<file path="src/gpm_cfg.svh">
// gpm_cfg.svh: widths, register offsets, reset values and pin masks
// assumes inclusion by the gpio package, the top module, the pad model and the bench
`ifndef GPM_CFG_SVH
`define GPM_CFG_SVH
`define GPM_AW 8
`define GPM_TW 5
`define GPM_DW 2
`define GPM_ADDR_W 12
`define GPM_OFF_ALATCH 12'h000
`define GPM_OFF_ADIR 12'h004
`define GPM_OFF_ACFG 12'h008
`define GPM_OFF_AMPEN 12'h00c
`define GPM_OFF_CHSEL 12'h010
`define GPM_OFF_TLATCH 12'h014
`define GPM_OFF_TDIR 12'h018
`define GPM_OFF_TPU 12'h01c
`define GPM_OFF_DLATCH 12'h020
`define GPM_OFF_DDIR 12'h024
`define GPM_OFF_DPU 12'h028
`define GPM_OFF_STATUS 12'h02c
`define GPM_LATCH_RST_A 8'h00
`define GPM_LATCH_RST_T 5'h00
`define GPM_LATCH_RST_D 2'h0
`define GPM_DIR_RST_A 8'hff
`define GPM_DIR_RST_T 5'h1f
`define GPM_DIR_RST_D 2'h3
`define GPM_CFG_RST 8'h00
`define GPM_PU_RST_T 5'h00
`define GPM_PU_RST_D 2'h0
`define GPM_AMPEN_RST 3'h0
`define GPM_CHSEL_RST 4'h0
`define GPM_AMP_IN_MASK 8'h6d
`define GPM_AMP_OUT_MASK 8'h92
`define GPM_TOOL_DATA_BIT 0
`define GPM_TOOL_CLK_BIT 1
`endif

</file>
<file path="src/gpm_pkg.sv">
// gpm_pkg.sv: pin and routing carrier types of the gpio block
// assumes gpm_cfg.svh is on the include path
package gpm_pkg;
  `include "gpm_cfg.svh"
  typedef struct packed {
    logic [`GPM_AW-1:0] dout;
    logic [`GPM_AW-1:0] oe;
  } gpm_apin_t;
  typedef struct packed {
    logic [`GPM_TW-1:0] dout;
    logic [`GPM_TW-1:0] oe;
  } gpm_tpin_t;
  typedef struct packed {
    logic [`GPM_DW-1:0] dout;
    logic [`GPM_DW-1:0] oe;
  } gpm_dpin_t;
  typedef struct packed {
    logic [`GPM_AW-1:0] convert;
    logic [`GPM_AW-1:0] amp_in;
    logic [`GPM_AW-1:0] amp_out;
  } gpm_ana_t;
endpackage

</file>
<file path="src/gpm_top.sv">
// gpm_top.sv: three gpio ports (analog-shared, timer-shared, debug-shared) on apb
// assumes zero-wait apb master on pclk; pads resolve dout/oe; pins are async
// Functional notes
// analog port: eight pins, own latch, per-pin direction bit
// software: digital input needs digital selection and input direction
// software: digital output needs digital selection and output direction
// software: analog input needs analog selection and input direction
// software allocates digital pins from bottom, analog from top
// reset makes every analog-port pin a digital input
// amp-input pin, analog, amp off: converted only when channel picks it
// amp-input pin, analog, amp on: amp input unless picked; picking prohibited
// amp-output pin, analog, amp on: carries amp output, converted when picked
// software never mixes digital with amp on, nor analog with output
// timer port: five pins, own latch, per-pin direction bit
// timer-port input pin gets pull-up when its pull-up bit set
// reset puts timer and debug ports in input mode
// software keeps timer, rtc and clock outputs off for port use
// debug port: two pins, latch, direction, pull-ups while input
// tool connected: no pull-ups on either debug pin
// tool connected: first debug pin is tool data, not a port
// single-line keeps second pin a port; two-line makes it tool clock
// port read returns pin for inputs, latch for outputs; write sets latch
// enabled alternate output on output pin combines with the latch
//
// The implementer's own choices: the APB register port and the placing of the registers.
`timescale 1ns/1ps
`include "gpm_cfg.svh"
module gpm_top
  import gpm_pkg::*;
(
  // apb slave
  input wire logic pclk,
  input wire logic presetn,
  input wire logic clk_en,
  input wire logic psel,
  input wire logic penable,
  input wire logic pwrite,
  input wire logic [`GPM_ADDR_W-1:0] paddr,
  input wire logic [31:0] pwdata,
  output logic [31:0] prdata,
  output logic pready,
  output logic pslverr,
  // analog-shared port
  input wire logic [`GPM_AW-1:0] analog_pin_in,
  output gpm_apin_t analog_pin,
  output gpm_ana_t analog_route,
  output logic setting_prohibited,
  // timer-shared port
  input wire logic [`GPM_TW-1:0] timer_pin_in,
  input wire logic [`GPM_TW-1:0] timer_alt_out,
  input wire logic [`GPM_TW-1:0] timer_alt_en,
  output gpm_tpin_t timer_pin,
  output logic [`GPM_TW-1:0] timer_pullup_en,
  // debug-shared port and tool link
  input wire logic [`GPM_DW-1:0] debug_pin_in,
  input wire logic tool_connected,
  input wire logic tool_two_line,
  input wire logic tool_data_out,
  input wire logic tool_data_oe,
  input wire logic tool_clock_out,
  input wire logic tool_clock_oe,
  output gpm_dpin_t debug_pin,
  output logic [`GPM_DW-1:0] debug_pullup_en,
  output logic tool_data_in
);
  // direction bits: 1 = input, 0 = output
  logic [`GPM_AW-1:0] analog_port_latch;
  logic [`GPM_AW-1:0] analog_port_direction_reg;
  logic [`GPM_AW-1:0] analog_pin_config_reg;
  logic [2:0] opamp_enable_bit;
  logic [3:0] converter_channel_select;
  logic [`GPM_TW-1:0] timer_port_latch;
  logic [`GPM_TW-1:0] timer_port_direction_reg;
  logic [`GPM_TW-1:0] timer_port_pullup_reg;
  logic [`GPM_DW-1:0] debug_port_latch;
  logic [`GPM_DW-1:0] debug_port_direction_reg;
  logic [`GPM_DW-1:0] debug_port_pullup_reg;
  logic [`GPM_AW-1:0] analog_sync;
  logic [`GPM_TW-1:0] timer_sync;
  logic [`GPM_DW-1:0] debug_sync;
  logic staged;

  gpm_sync #(.WIDTH(`GPM_AW)) u_sync_a (
    .pclk(pclk), .presetn(presetn), .clk_en(clk_en),
    .d(analog_pin_in), .q(analog_sync));
  gpm_sync #(.WIDTH(`GPM_TW)) u_sync_t (
    .pclk(pclk), .presetn(presetn), .clk_en(clk_en),
    .d(timer_pin_in), .q(timer_sync));
  gpm_sync #(.WIDTH(`GPM_DW)) u_sync_d (
    .pclk(pclk), .presetn(presetn), .clk_en(clk_en),
    .d(debug_pin_in), .q(debug_sync));

  // apb decode; staged delays pready one enabled cycle so prdata is a flop
  wire wr_en = psel & penable & pwrite & pready;
  wire hit_alatch = paddr == `GPM_OFF_ALATCH;
  wire hit_adir = paddr == `GPM_OFF_ADIR;
  wire hit_acfg = paddr == `GPM_OFF_ACFG;
  wire hit_ampen = paddr == `GPM_OFF_AMPEN;
  wire hit_chsel = paddr == `GPM_OFF_CHSEL;
  wire hit_tlatch = paddr == `GPM_OFF_TLATCH;
  wire hit_tdir = paddr == `GPM_OFF_TDIR;
  wire hit_tpu = paddr == `GPM_OFF_TPU;
  wire hit_dlatch = paddr == `GPM_OFF_DLATCH;
  wire hit_ddir = paddr == `GPM_OFF_DDIR;
  wire hit_dpu = paddr == `GPM_OFF_DPU;
  wire hit_status = paddr == `GPM_OFF_STATUS;
  wire hit_any = hit_alatch | hit_adir | hit_acfg | hit_ampen | hit_chsel |
    hit_tlatch | hit_tdir | hit_tpu | hit_dlatch | hit_ddir | hit_dpu | hit_status;

  assign pready = clk_en & staged;

  // analog routing
  wire [`GPM_AW-1:0] amp_pin_en = {opamp_enable_bit[2], opamp_enable_bit[2],
    opamp_enable_bit[1], opamp_enable_bit[1], opamp_enable_bit[1],
    opamp_enable_bit[0], opamp_enable_bit[0], opamp_enable_bit[0]};
  wire [`GPM_AW-1:0] chan_pick = converter_channel_select[3] ? 8'h00 :
    (8'h01 << converter_channel_select[2:0]);
  wire [`GPM_AW-1:0] ana_in = analog_pin_config_reg & analog_port_direction_reg;
  wire [`GPM_AW-1:0] amp_in_on = `GPM_AMP_IN_MASK & amp_pin_en;
  // an amp input that is also picked would load the amp; it is not converted
  assign analog_route.convert = ana_in & chan_pick & ~amp_in_on;
  assign analog_route.amp_in = ana_in & amp_in_on & ~chan_pick;
  assign analog_route.amp_out = ana_in & `GPM_AMP_OUT_MASK & amp_pin_en;
  assign setting_prohibited = |(~analog_pin_config_reg & amp_pin_en) |
    |(analog_pin_config_reg & ~analog_port_direction_reg) |
    |(ana_in & amp_in_on & chan_pick);

  // pin drivers; analog selection cuts the digital driver off
  assign analog_pin.dout = analog_port_latch;
  assign analog_pin.oe = ~analog_port_direction_reg & ~analog_pin_config_reg;
  assign timer_pin.dout = timer_port_latch | (timer_alt_en & timer_alt_out);
  assign timer_pin.oe = ~timer_port_direction_reg;
  assign timer_pullup_en = timer_port_pullup_reg & timer_port_direction_reg;
  wire tool_clk_own = tool_connected & tool_two_line;
  assign debug_pin.dout[`GPM_TOOL_DATA_BIT] = tool_connected ? tool_data_out :
    debug_port_latch[`GPM_TOOL_DATA_BIT];
  assign debug_pin.oe[`GPM_TOOL_DATA_BIT] = tool_connected ? tool_data_oe :
    ~debug_port_direction_reg[`GPM_TOOL_DATA_BIT];
  assign debug_pin.dout[`GPM_TOOL_CLK_BIT] = tool_clk_own ? tool_clock_out :
    debug_port_latch[`GPM_TOOL_CLK_BIT];
  assign debug_pin.oe[`GPM_TOOL_CLK_BIT] = tool_clk_own ? tool_clock_oe :
    ~debug_port_direction_reg[`GPM_TOOL_CLK_BIT];
  assign debug_pullup_en = tool_connected ? 2'h0 :
    debug_port_pullup_reg & debug_port_direction_reg;
  assign tool_data_in = debug_sync[`GPM_TOOL_DATA_BIT];

  // read-back: inputs show the pin, outputs the latch; analog input pins read zero
  wire [`GPM_AW-1:0] a_read = (analog_port_direction_reg & ~analog_pin_config_reg &
    analog_sync) | (~analog_port_direction_reg & analog_port_latch);
  wire [`GPM_TW-1:0] t_read = (timer_port_direction_reg & timer_sync) |
    (~timer_port_direction_reg & timer_port_latch);
  wire [`GPM_DW-1:0] d_read = (debug_port_direction_reg & debug_sync) |
    (~debug_port_direction_reg & debug_port_latch);
  wire [31:0] next_prdata =
    ({32{hit_alatch}} & {24'h0, a_read}) |
    ({32{hit_adir}} & {24'h0, analog_port_direction_reg}) |
    ({32{hit_acfg}} & {24'h0, analog_pin_config_reg}) |
    ({32{hit_ampen}} & {29'h0, opamp_enable_bit}) |
    ({32{hit_chsel}} & {28'h0, converter_channel_select}) |
    ({32{hit_tlatch}} & {27'h0, t_read}) |
    ({32{hit_tdir}} & {27'h0, timer_port_direction_reg}) |
    ({32{hit_tpu}} & {27'h0, timer_port_pullup_reg}) |
    ({32{hit_dlatch}} & {30'h0, d_read}) |
    ({32{hit_ddir}} & {30'h0, debug_port_direction_reg}) |
    ({32{hit_dpu}} & {30'h0, debug_port_pullup_reg}) |
    ({32{hit_status}} & {29'h0, tool_clk_own, tool_connected, setting_prohibited});

  always_ff @(posedge pclk or negedge presetn) begin
    if (!presetn) begin
      staged <= 1'b0;
      prdata <= 32'h0;
      pslverr <= 1'b0;
    end else if (clk_en) begin
      staged <= psel & ~(penable & staged);
      if (psel & ~staged) begin
        prdata <= pwrite ? 32'h0 : next_prdata;
        pslverr <= ~hit_any;
      end
    end
  end

  // latches accept every write, whatever the direction
  always_ff @(posedge pclk or negedge presetn) begin
    if (!presetn) begin
      analog_port_latch <= `GPM_LATCH_RST_A;
      analog_port_direction_reg <= `GPM_DIR_RST_A;
      analog_pin_config_reg <= `GPM_CFG_RST;
      opamp_enable_bit <= `GPM_AMPEN_RST;
      converter_channel_select <= `GPM_CHSEL_RST;
    end else if (wr_en) begin
      if (hit_alatch) analog_port_latch <= pwdata[`GPM_AW-1:0];
      if (hit_adir) analog_port_direction_reg <= pwdata[`GPM_AW-1:0];
      if (hit_acfg) analog_pin_config_reg <= pwdata[`GPM_AW-1:0];
      if (hit_ampen) opamp_enable_bit <= pwdata[2:0];
      if (hit_chsel) converter_channel_select <= pwdata[3:0];
    end
  end

  always_ff @(posedge pclk or negedge presetn) begin
    if (!presetn) begin
      timer_port_latch <= `GPM_LATCH_RST_T;
      timer_port_direction_reg <= `GPM_DIR_RST_T;
      timer_port_pullup_reg <= `GPM_PU_RST_T;
      debug_port_latch <= `GPM_LATCH_RST_D;
      debug_port_direction_reg <= `GPM_DIR_RST_D;
      debug_port_pullup_reg <= `GPM_PU_RST_D;
    end else if (wr_en) begin
      if (hit_tlatch) timer_port_latch <= pwdata[`GPM_TW-1:0];
      if (hit_tdir) timer_port_direction_reg <= pwdata[`GPM_TW-1:0];
      if (hit_tpu) timer_port_pullup_reg <= pwdata[`GPM_TW-1:0];
      if (hit_dlatch) debug_port_latch <= pwdata[`GPM_DW-1:0];
      if (hit_ddir) debug_port_direction_reg <= pwdata[`GPM_DW-1:0];
      if (hit_dpu) debug_port_pullup_reg <= pwdata[`GPM_DW-1:0];
    end
  end

  // checks
  logic first_cyc;
  always_ff @(posedge pclk or negedge presetn) begin
    if (!presetn) first_cyc <= 1'b1;
    else first_cyc <= 1'b0;
  end
endmodule // gpm_top

</file>
<file path="src/gpm_sync.sv">
// gpm_sync.sv: two-flop synchroniser for a group of pin inputs
// assumes pins are asynchronous to pclk; clk_en freezes both stages
`timescale 1ns/1ps
module gpm_sync #(
  parameter int WIDTH = 1
) (
  // clock and reset
  input wire logic pclk,
  input wire logic presetn,
  input wire logic clk_en,
  // data
  input wire logic [WIDTH-1:0] d,
  output logic [WIDTH-1:0] q
);
  logic [WIDTH-1:0] meta;
  always_ff @(posedge pclk or negedge presetn) begin
    if (!presetn) begin
      meta <= '0;
      q <= '0;
    end else if (clk_en) begin
      meta <= d;
      q <= meta;
    end
  end
endmodule // gpm_sync

</file>
<file path="config.mk">
export PLATFORM = sky130hd
export DESIGN_NAME = gpm_top
export DESIGN_NICKNAME = d
export VERILOG_FILES = /design/src/gpm_pkg.sv /design/src/gpm_top.sv /design/src/gpm_sync.sv
export VERILOG_INCLUDE_DIRS = /design/src
export SDC_FILE = /design/constraint.sdc
export NUM_CORES = 1
export LEC_CHECK = 0
export BUFFER_PORTS_ARGS = -buffer_cell sky130_fd_sc_hd__buf_2
export CAP_MARGIN = 20
export CORE_ASPECT_RATIO = 0.9
export CORE_UTILIZATION = 55
export CTS_CLUSTER_DIAMETER = 120
export CTS_CLUSTER_SIZE = 20
export DETAILED_ROUTE_END_ITERATION = 10
export HOLD_SLACK_MARGIN = 0.02
export PLACE_DENSITY = 0.95
export SLEW_MARGIN = 0
export SYNTH_ARGS = -nofsm -noshare
export SYNTH_HDL_FRONTEND = slang
export SYNTH_SLANG_ARGS = --single-unit
</file>
<file path="constraint.sdc">
create_clock -name pclk -period 5.2 [get_ports pclk]
set_input_delay 0.52 -clock pclk [delete_from_list [all_inputs] [get_ports pclk]]
set_output_delay 0.52 -clock pclk [all_outputs]
set_load 0.05 [all_outputs]
</file>
==> results of run 1 <==
-- cell families (layout without fill, tap and decap cells) --
family,Yosys count,in the layout,share of synthesized area (%)
flops,92,92,45.5
buf+inv,70,156,7.63
other cells,1,32,0.0735
simple gates,154,154,16.9
mux,85,85,19.3
compound gates,85,85,10.5
-- worst min path at each step --
stage / startpoint / slack [ns] / to / depth (start not counted)
after floorplan: presetn / 0.22 / analog_pin_config_reg[0]$_DFFE_PN0P_ / 0
after global placement: prdata[7]$_DFFE_PN0P_ / 0.45 / prdata[7]$_DFFE_PN0P_ / 2
after detailed placement: prdata[7]$_DFFE_PN0P_ / 0.46 / prdata[7]$_DFFE_PN0P_ / 2
after CTS: analog_pin_in[2] / 0.37 / u_sync_a.meta[2]$_DFFE_PN0P_ / 2
after global routing: presetn / 0.08 / analog_port_latch[3]$_DFFE_PN0P_ / 1
final: presetn / 0.07 / analog_port_latch[3]$_DFFE_PN0P_ / 1
-- layout by cell type, fill, tap and decap left out, types with 3 or more instances in the layout --
master    count
nor3_1        6
mux2i_1       8
or4_1         3
mux2_4       10
a21oi_1      22
a21o_1        5
nand2b_1      7
buf_2       120
a211oi_1      3
nand3_1      15
a221oi_1      4
mux2_1        4
mux2_2       63
nor2b_1       5
nand2_1      46
dfstp_2      15
clkbuf_8     10
and2_1        6
nor3_2        3
dfrtp_1      77
o22ai_1       6
inv_1        18
o21ai_0      24
nor4_1        5
and3_1        4
a31oi_1       4
nor2_1       31
conb_1       32
-- power by group --
| group | leakage (nW) | internal, mW | switching [mW] |
|---|---|---|---|
| Clock | 0.119 | 0.289 | 0.271 |
| Sequential | 1.14 | 0.750 | 0.0233 |
| Combinational | 1.63 | 0.0621 | 0.156 |
-- area by class of cell --
type | instances | area share (%)
multi-input combinational | 356 | 42.4
sequential | 92 | 39.3
timing repair buffer | 122 | 10.8
tap | 119 | 2.52
clock buffer | 10 | 2.33
clock inverter | 6 | 1.59
inverter | 18 | 1.14
-- worst max-delay path, stage by stage, from the launching register on --
cell and delay (ns):
dfstp_2 0.66, inv_1 0.13, a221oi_1 0.32, nand3_1 0.11, a211oi_1 0.56, inv_1 0.08
buf_2 0.23
-- layer usage --
metal  global-route usage, %  vias to the layer above  routed length (um)
li1                        -                     1889                   -
met1                    39.4                     2078                5800
met2                    47.0                      277                6510
met3                    4.33                       40                1080
met4                    13.4                        2                 379
met5                       0                        -                  10
-- stage by stage --
step,hold slack (ns),cells
6_report,0.0716,723
5_1_grt,0.0839,723
4_1_cts,0.366,722
3_5_place_dp,0.464,706
3_3_place_gp,0.453,706
2_1_floorplan,0.224,518
==> out/qor.yml, run 1 <==
run_status:
  status: "finished, final reports clean"
setup_path:
  path_class: "flip-flop to output port"
  start_kind: "flip-flop"
  endpoint: "setting_prohibited"
  rr_startpoint: "staged$_DFFE_PN0P_"
  cp.required_ns: 4.68
  r2r-end: "prdata[7]$_DFFE_PN0P_"
  cp.arrival_ns: 2.47
  startpoint: "analog_port_direction_reg[0]$_DFFE_PN1P_"
  rrSetupSlack_ns: 3.07
  cp_max_fo: 6
  end_kind: "output port"
  reg2regPathDepth: 5
detailed_routing:
  wl_per_cell_um: 19.1
  drt_iter0_drc: 199
  drc: 0
  dr_total_vias: 4286
  via_per_inst: 5.93
  drtAntennaViolNets: 0
  wirelength_mm: 13.8
  dr.pass1.iters: 4
synthesis:
  synth_area_mm2: 0.00510
  synth.distinct_cells: 58
  synthTopCellsByArea: "dfrtp_1 38%, mux2_2 14%, dfstp_2 7.7%"
  synth-seq-cells: 92
  syn_area_per_cell_um2: 10.5
  yosys_warnings: 0
  synth.most_common_cell: "dfrtp_1"
  ys_top_cells_by_count: "77 x dfrtp_1, 63 x mux2_2, 46 x nand2_1, 33 x buf_4, 31 x nor2_1"
  synth_ff_type: "dfrtp_1"
  synth_top_cell_by_area: "dfrtp_1"
  ys_seq_area_share_pct: 45.5
  syn-instance-count: 487
  synth-edff-count: 0
  async_flop_share_pct: 100
  synth_top_area_share_pct: 37.8
clocking:
  ctsHoldBuffers: 0
  clk-insertion-delay-late_ns: 0.36
  postCtsSetupBuffers: 0
  htree_levels: 3
  clock_sinks: 92
  ctsResizeCount: 0
  clockRootBuffer: "clkbuf_8"
  clock_path_buffers: 2
  cts_tree: "done"
  clk_pin_slew_worst_paths_ns: 0.10
  cts_made_buffers: 9
power_and_ir_drop:
  p_leak_nw: 2.89
  power_density_mw_per_mm2: 263
  ir_worst_vdd_v: 0.000163
  power.total_mw: 1.55
place:
  port_buffers: 121
  post-place-ws_ns: 2.31
  dpl.hpwl_mm: 9.85
  placed_area_mm2: 0.00565
  place_congestion: 0.901
die:
  row_count: 32
  die_y_um: 93.3
  ios: 178
  die_w_um: 103
  coreArea_mm2: 0.00877
  die_area_mm2: 0.00966
  start_util_pct: 58.1
timing:
  post-route-min-period_ns: 2.99
  max_slew_margin_pct: 46.4
  maxSlewViolCount: 0
  tightest_slew_ns: 0.794
  finalCritPeriodShare_pct: 57.5
  setup_ws_ns: 2.21
  fin_skew_ns: 0.0118
  tns_ns: 0
  grt_setup_unrepaired: "false"
  setup_viol: 0
  max_freq_mhz: 334
  final_hold_viol_count: 0
layout:
  drive_gt1_share_pct: 39.7
  multi_input_area_mm2: 0.00250
  nets: 680
  areaGrowthSynthToFinish_pct: 15.9
  regArea_mm2: 0.00232
  antennaDiodeCount: 0
  fin_util_pct: 67.4
  postLayoutCellArea_mm2: 0.00591
  n_fill_cell: 687
global_routing:
  antenna_found_initial: 1
  first_global_vias: 4132
  grt.total_usage_pct: 29.4
  grt_pass1_wl_mm: 21.0
  grt_max_degree: 93
  grt-ovfl-total: 0
min_path:
  hp-class: "input port to async pin"
job:
  drv_cap: 0
No activity file was read; power rests on OpenSTA's default activity.
==> inputs of run 2 (changes only) <==
- CORE_UTILIZATION: 55 -> 46
- PLACE_DENSITY: 0.95 -> 0.87
- clock period: 5.2 -> 2.7 ns (I/O delays scaled with it)
==> out/qor.yml, run 2 (synthesis gave the netlist of run 1 again) <==
run_status:
  status: "finished, final reports clean"
timing:
  final_hold_viol_count: 0  # unchanged
  tightest_slew_ns: 0.766  # -0.0277 ns
  hold-worst-slack_ns: 0.149  # +0.0774 ns
  fin_skew_ns: 0.00756  # -0.00427 ns
  max_slew_margin_pct: 48.2  # +1.9 points
  setup_viol: 0  # unchanged
  grt_setup_unrepaired: "false"
  finalCritPeriodShare_pct: 88.7
  maxSlewViolCount: 0  # unchanged
  tns_ns: 0  # unchanged
  post-route-min-period_ns: 2.39
  max_freq_mhz: 418
power_and_ir_drop:
  ir_worst_vdd_v: 0.000267  # +64%
  p_leak_nw: 2.96  # +2.5%
  combPwrFrac_pct: 13.2  # -0.9 points
  power.total_mw: 3.21  # +110%
  clkPwrFrac_pct: 40.3  # +4.2 points
  p_sw_share_pct: 28.3  # -0.67 points
  switchingPower_uw: 908  # +100%
  power_density_mw_per_mm2: 528  # +100%
  cell_internal_pwr_mw: 2.30  # +110%
  p_seq_share_pct: 46.5  # -3.4 points
global_routing:
  antenna_found_initial: 0  # -1
  grt.total_usage_pct: 24.8  # -4.6 points
  grt_pass1_wl_mm: 21.5  # +2.1%
  first_global_vias: 4094  # -0.92%
  grt-ovfl-total: 0  # unchanged
  grt_max_degree: 55  # -41%
layout:
  fin_cells: 748  # +3.5%
  antennaDiodeCount: 0  # unchanged
  n_fill_cell: 947  # +38%
  nets: 691  # +1.6%
  postLayoutCellArea_mm2: 0.00607  # +2.7%
  layout_commonest_cell: "buf_2"
  drive_gt1_share_pct: 40.7  # +0.92 points
  layout_common_cells: "120 x buf_2, 77 x dfrtp_1, 63 x mux2_2, 46 x nand2_1, 32 x conb_1"
  areaGrowthSynthToFinish_pct: 19.0
detailed_routing:
  drc: 0  # unchanged
  drt_iter0_drc: 230  # +16%
  wl_per_cell_um: 18.2  # -4.7%
  drtAntennaViolNets: 0  # unchanged
  dr.pass1.iters: 5  # +1
  top_layer: "met4"
  wl_met3_mm: 1.07  # -1.3%
  wirelength_mm: 13.6  # -1.5%
  via_per_inst: 5.62  # -5.2%
  dr_total_vias: 4204  # -1.9%
  wl_met1_mm: 5.83  # +0.55%
  met2_wirelength_mm: 6.35  # -2.4%
clocking:
  ctsResizeCount: 0  # unchanged
  clock_path_buffers: 2  # unchanged
  clockRootBuffer: "clkbuf_16"
  cts_made_buffers: 9  # unchanged
  clk_pin_slew_worst_paths_ns: 0.07  # -0.03 ns
  clk-insertion-delay-late_ns: 0.35  # about the same
  htree_levels: 3  # unchanged
  cts_tree: "done"
  clock_sinks: 92  # unchanged
place:
  place_congestion: 0.942  # +4.6%
  port_buffers: 121  # unchanged
  dp.cells: 731  # +3.5%
  placed_area_mm2: 0.00575  # +1.8%
  dpl.hpwl_mm: 10.3  # +5.0%
setup_path:
  start_kind: "flip-flop"
  path_class: "flip-flop to output port"
  end_kind: "output port"
  cp.required_ns: 2.43  # -2.25 ns
  cp.arrival_ns: 2.12  # -0.35 ns
  rrSetupSlack_ns: 0.89  # -2.18 ns
  cp_max_fo: 8  # +2
job:
  drv_cap: 0  # unchanged
die:
  start_util_pct: 47.2  # -11 points
  ios: 178  # unchanged
  die_area_mm2: 0.0115  # +19%
  row_count: 36  # +13%
  die_y_um: 102  # +9.1%
  coreArea_mm2: 0.0108  # +23%
  die_w_um: 113  # +9.2%
min_path:
  hp-class: "input port to flip-flop"
run 2: cell count changes in the layout (fill, tap and decap cells not counted), sizes merged:
cell,before,now
bufinv,2,1
clkinvlp,0,2
buf,122,132
clkbuf,10,9
dlygate4sd3,0,1
run 2: timing repair:
action | in CTS | in global routing
hold buffers | 1 | 0
hold endpoints to repair | 39 | 0
buffers inserted | 0 | 0
setup endpoints to repair | 0 | 0
run 2: per-stage QoR:
stage | setup slack (ns) | util (%)
final | 0.306 | 56.1
after CTS | 0.320 | 56.1
after global placement | 0.272 | 53.2
after global routing | 0.257 | 56.1
after detailed placement | 0.231 | 53.2
after floorplan | 0.155 | -
run 2: area by class of cell:
class | count | area [um2] | area share (%)
Clock buffer | 9 | 225 | 3.71
Clock inverter | 7 | 82.6 | 1.36
Inverter | 18 | 67.6 | 1.11
Multi-Input combinational cell | 356 | 2500 | 41.3
Sequential cell | 92 | 2320 | 38.2
Tap cell | 133 | 166 | 2.74
Timing Repair Buffer | 133 | 701 | 11.5
run 2: critical path, cell delays in order, from the launching register on:
cell and delay [ns]:
dfstp_2 0.63, o22ai_1 0.13, a211oi_1 0.28, o41ai_1 0.13, a211oi_1 0.18, buf_4 0.17, inv_1 0.04, buf_2 0.20
run 2: path summary, 6_finish.rpt:
kind | from | endpoint | cells after the start
min in group asynchronous | presetn | analog_port_latch[0]$_DFFE_PN0P_ | 2
max in group asynchronous | presetn | timer_port_direction_reg[4]$_DFFE_PN1P_ | 3
min reg2reg | prdata[5]$_DFFE_PN0P_ | prdata[5]$_DFFE_PN0P_ | 2
min | analog_pin_in[6] | u_sync_a.meta[6]$_DFFE_PN0P_ | 2
max | analog_port_direction_reg[4]$_DFFE_PN1P_ | setting_prohibited | 7
max reg2reg | staged$_DFFE_PN0P_ | timer_port_pullup_reg[1]$_DFFE_PN0P_ | 4
run 2: per-layer routing:
metal	global-route usage [%]	up-vias
li1	-	1919
met1	32.6	2030
met2	41.3	224
met5	0	-
met3	5.34	31
met4	8.60	0
run 2: power groups by stage:
stage	Clock (mW)	Combinational (mW)	Sequential, mW
global placement	0	0.411	1.51
global route	1.36	0.455	1.50
finish	1.29	0.424	1.49
floorplan	0	0.285	1.54
CTS	1.30	0.426	1.49
detailed placement	0	0.423	1.51
==> inputs of run 3 (changes only) <==
- SYNTH_HIERARCHICAL: not set -> 1
==> out/qor.yml, run 3 <==
die:
  die_w_um: 114  # +1.1%
  row_count: 36  # unchanged
  coreArea_mm2: 0.0109  # +1.2%
  start_util_pct: 47.6  # +0.48 points
  ios: 178  # unchanged
  die_y_um: 103  # +1.1%
  die_area_mm2: 0.0118  # +2.2%
detailed_routing:
  drc: 0  # unchanged
  drtAntennaViolNets: 0  # unchanged
  drt_iter0_drc: 383  # +67%
  wl_per_cell_um: 17.7  # -2.4%
  wirelength_mm: 13.3  # -1.9%
  via_per_inst: 5.49  # -2.3%
  dr_total_vias: 4131  # -1.7%
  dr.pass1.iters: 5  # unchanged
setup_path:
  path_class: "flip-flop to output port"
  cp_max_fo: 8  # unchanged
  cp.arrival_ns: 2.36  # +0.24 ns
  crit_family: "simple AND/OR/NAND/NOR gates"
  cp.required_ns: 2.43  # about the same
  end_kind: "output port"
  cp_cell_sequence: "nor4bb_1 > nand3_1 > a31oi_1 > or3_1 > buf_2"
  max_stage_delay_ns: 0.51  # -0.12 ns
  startpoint: "converter_channel_select[1]$_DFFE_PN0P_"
  start_kind: "flip-flop"
  rr_startpoint: "staged$_DFFE_PN0P_"
  cp_slowest_cell: "dfrtp_1"
  path_buf_inv: 1  # -2
global_routing:
  first_global_vias: 3890  # -5.0%
  grt_max_degree: 93  # +69%
  grt_pass1_wl_mm: 20.5  # -4.3%
  antenna_found_initial: 0  # unchanged
  grt.total_usage_pct: 23.3  # -1.6 points
  grt-ovfl-total: 0  # unchanged
synthesis:
  syn_area_per_cell_um2: 10.9  # +4.2%
  ys_seq_area_share_pct: 44.5  # -1.0 points
  async_flop_share_pct: 100  # unchanged
  synth_top_cell_by_area: "dfrtp_1"
  synthTopCellsByArea: "dfrtp_1 37%, mux2_2 14%, dfstp_2 7.6%"
  synth.most_common_cell: "dfrtp_1"
  synth-seq-cells: 92  # unchanged
  syn-instance-count: 478  # -1.8%
  yosys_warnings: 6  # +6
  synth_top_area_share_pct: 36.9  # -0.84 points
  synth.distinct_cells: 64  # +10%
  synth-edff-count: 0  # unchanged
  ys_top_cells_by_count: "77 x dfrtp_1, 67 x mux2_2, 34 x nor2_1, 32 x buf_4, 31 x nand2_1"
  synth_area_mm2: 0.00522  # +2.3%
  synth_ff_type: "dfrtp_1"
clocking:
  clk_pin_slew_worst_paths_ns: 0.07  # about the same
  clk-insertion-delay-late_ns: 0.34  # about the same
  htree_levels: 3  # unchanged
  clock_path_buffers: 2  # unchanged
  cts_tree: "done"
  cts_made_buffers: 9  # unchanged
  clock_sinks: 92  # unchanged
  clockRootBuffer: "clkbuf_16"
timing:
  hold-worst-slack_ns: 0.158  # +0.00919 ns
  tns_ns: 0  # unchanged
  post-route-min-period_ns: 2.63  # +0.240 ns
  max_slew_margin_pct: 60.4  # +12 points
  fin_skew_ns: 0.00480  # -0.00276 ns
  final_hold_viol_count: 0  # unchanged
  max_freq_mhz: 380  # -9.1%
  tightest_slew_ns: 0.592  # -0.174 ns
  grt_setup_unrepaired: "false"
  maxSlewViolCount: 0  # unchanged
  finalCritPeriodShare_pct: 97.5  # +8.9 points
  setup_viol: 0  # unchanged
  setup_ws_ns: 0.0666  # -0.240 ns
power_and_ir_drop:
  p_seq_share_pct: 46.1  # -0.4 points
  combPwrFrac_pct: 13.8  # +0.6 points
  switchingPower_uw: 887  # -2.4%
  clkPwrFrac_pct: 40.1  # -0.2 points
  p_leak_nw: 2.93  # -1.1%
  cell_internal_pwr_mw: 2.34  # +1.7%
  p_sw_share_pct: 27.5  # -0.82 points
  ir_worst_vdd_v: 0.000296  # +11%
  power_density_mw_per_mm2: 524  # -0.93%
layout:
  layout_commonest_cell: "buf_2"
  nets: 676  # -2.2%
  postLayoutCellArea_mm2: 0.00616  # +1.5%
  layout_common_cells: "120 x buf_2, 76 x dfrtp_1, 67 x mux2_2, 34 x nor2_1, 32 x conb_1"
  areaGrowthSynthToFinish_pct: 18.1
  drive_gt1_share_pct: 43.7  # +3.0 points
  fin_util_pct: 56.3  # +0.13 points
  antennaDiodeCount: 0  # unchanged
place:
  post-place-ws_ns: 0.328  # +0.0968 ns
  dpl.hpwl_mm: 9.74  # -5.8%
  place_congestion: 0.873  # -7.4%
  port_buffers: 121  # unchanged
  placed_area_mm2: 0.00584  # +1.5%
min_path:
  worstHoldStart: "timer_pin_in[3]"
  hp-class: "input port to flip-flop"
run_status:
  status: "finished, final reports clean"
job:
  drv_cap: 0  # unchanged
==> run 3: cell types whose count changed in the layout (fill, tap and decap cells not counted), moves of 4 or more <==
cell and change:
o22ai_1 -5, mux2i_1 -5, a221oi_1 -4, mux2_2 +4
nand2_1 -15, a21oi_1 -4, a22oi_1 +5, buf_4 -6
o21ai_0 -12, nor2b_1 +7, mux2_4 +10
==> run 3: worst reg2reg max path: stages (launching register included) <==
cell	delay, ns
dfrtp_1	0.40
and4_1	0.21
and4_4	0.28
nand2_4	0.09
nor3_4	0.47
mux2_2	0.40
==> run 3: worst paths after layout <==
kind	slack (ns)	to	cells after the start
worst max-delay path	0.07	setting_prohibited	5
worst min-delay path	0.16	u_sync_t/meta[3]$_DFFE_PN0P_	2
worst max register to register	0.75	analog_port_latch[4]$_DFFE_PN0P_	5
worst min register to register	0.49	prdata[7]$_DFFE_PN0P_	2
max in group asynchronous	1.80	analog_port_direction_reg[1]$_DFFE_PN1P_	3
min in group asynchronous	0.52	u_sync_t/meta[4]$_DFFE_PN0P_	3
==> run 3: logic make-up after synthesis <==
family / Yosys count / synth area share [%]
buffers and inverters: 71 / 8.11
other: 1 / 0.0719
DFF: 92 / 44.5
muxes: 93 / 21.7
and+or+nand+nor: 153 / 16.8
AOI/OAI and AO/OA: 68 / 8.85
==> run 3: area by class of cell <==
cell class                 instances  area (um2)
fill                             973        4790
multi-input combinational        346        2600
sequential                        92        2320
timing repair buffer             128         676
clock buffer                      11         243
tap                              152         190
inverter                          18        67.6
clock inverter                     5        60.1
==> run 3: layer usage <==
metal | GRT usage (%) | routed length [um] | vias to the layer above
li1 | - | - | 1879
met4 | 7.09 | 240 | 0
met2 | 37.7 | 6220 | 204
met3 | 3.88 | 911 | 19
met5 | 0 | 0 | -
met1 | 32.2 | 5940 | 2029
==> run 3: repair_timing <==
item                       CTS  global route
resized for setup            1             2
hold endpoints to repair    77             0
setup endpoints to repair    1             1
hold buffers                 1             0
buffers inserted             0             0
==> run 3: power by group through the flow <==
stage | clock network (mW) | registers, mW | logic (mW)
2_1_floorplan | 0 | 1.52 | 0.329
3_3_place_gp | 0 | 1.51 | 0.432
3_5_place_dp | 0 | 1.51 | 0.442
4_1_cts | 1.30 | 1.48 | 0.446
5_1_grt | 1.36 | 1.49 | 0.477
6_report | 1.29 | 1.49 | 0.445
==> run 3: metrics by stage <==
stage          total power, mW  instances
2_1_floorplan             1.85        509
3_3_place_gp              1.94        735
3_5_place_dp              1.95        735
4_1_cts                   3.23        752
5_1_grt                   3.33        752
6_report                  3.22        752
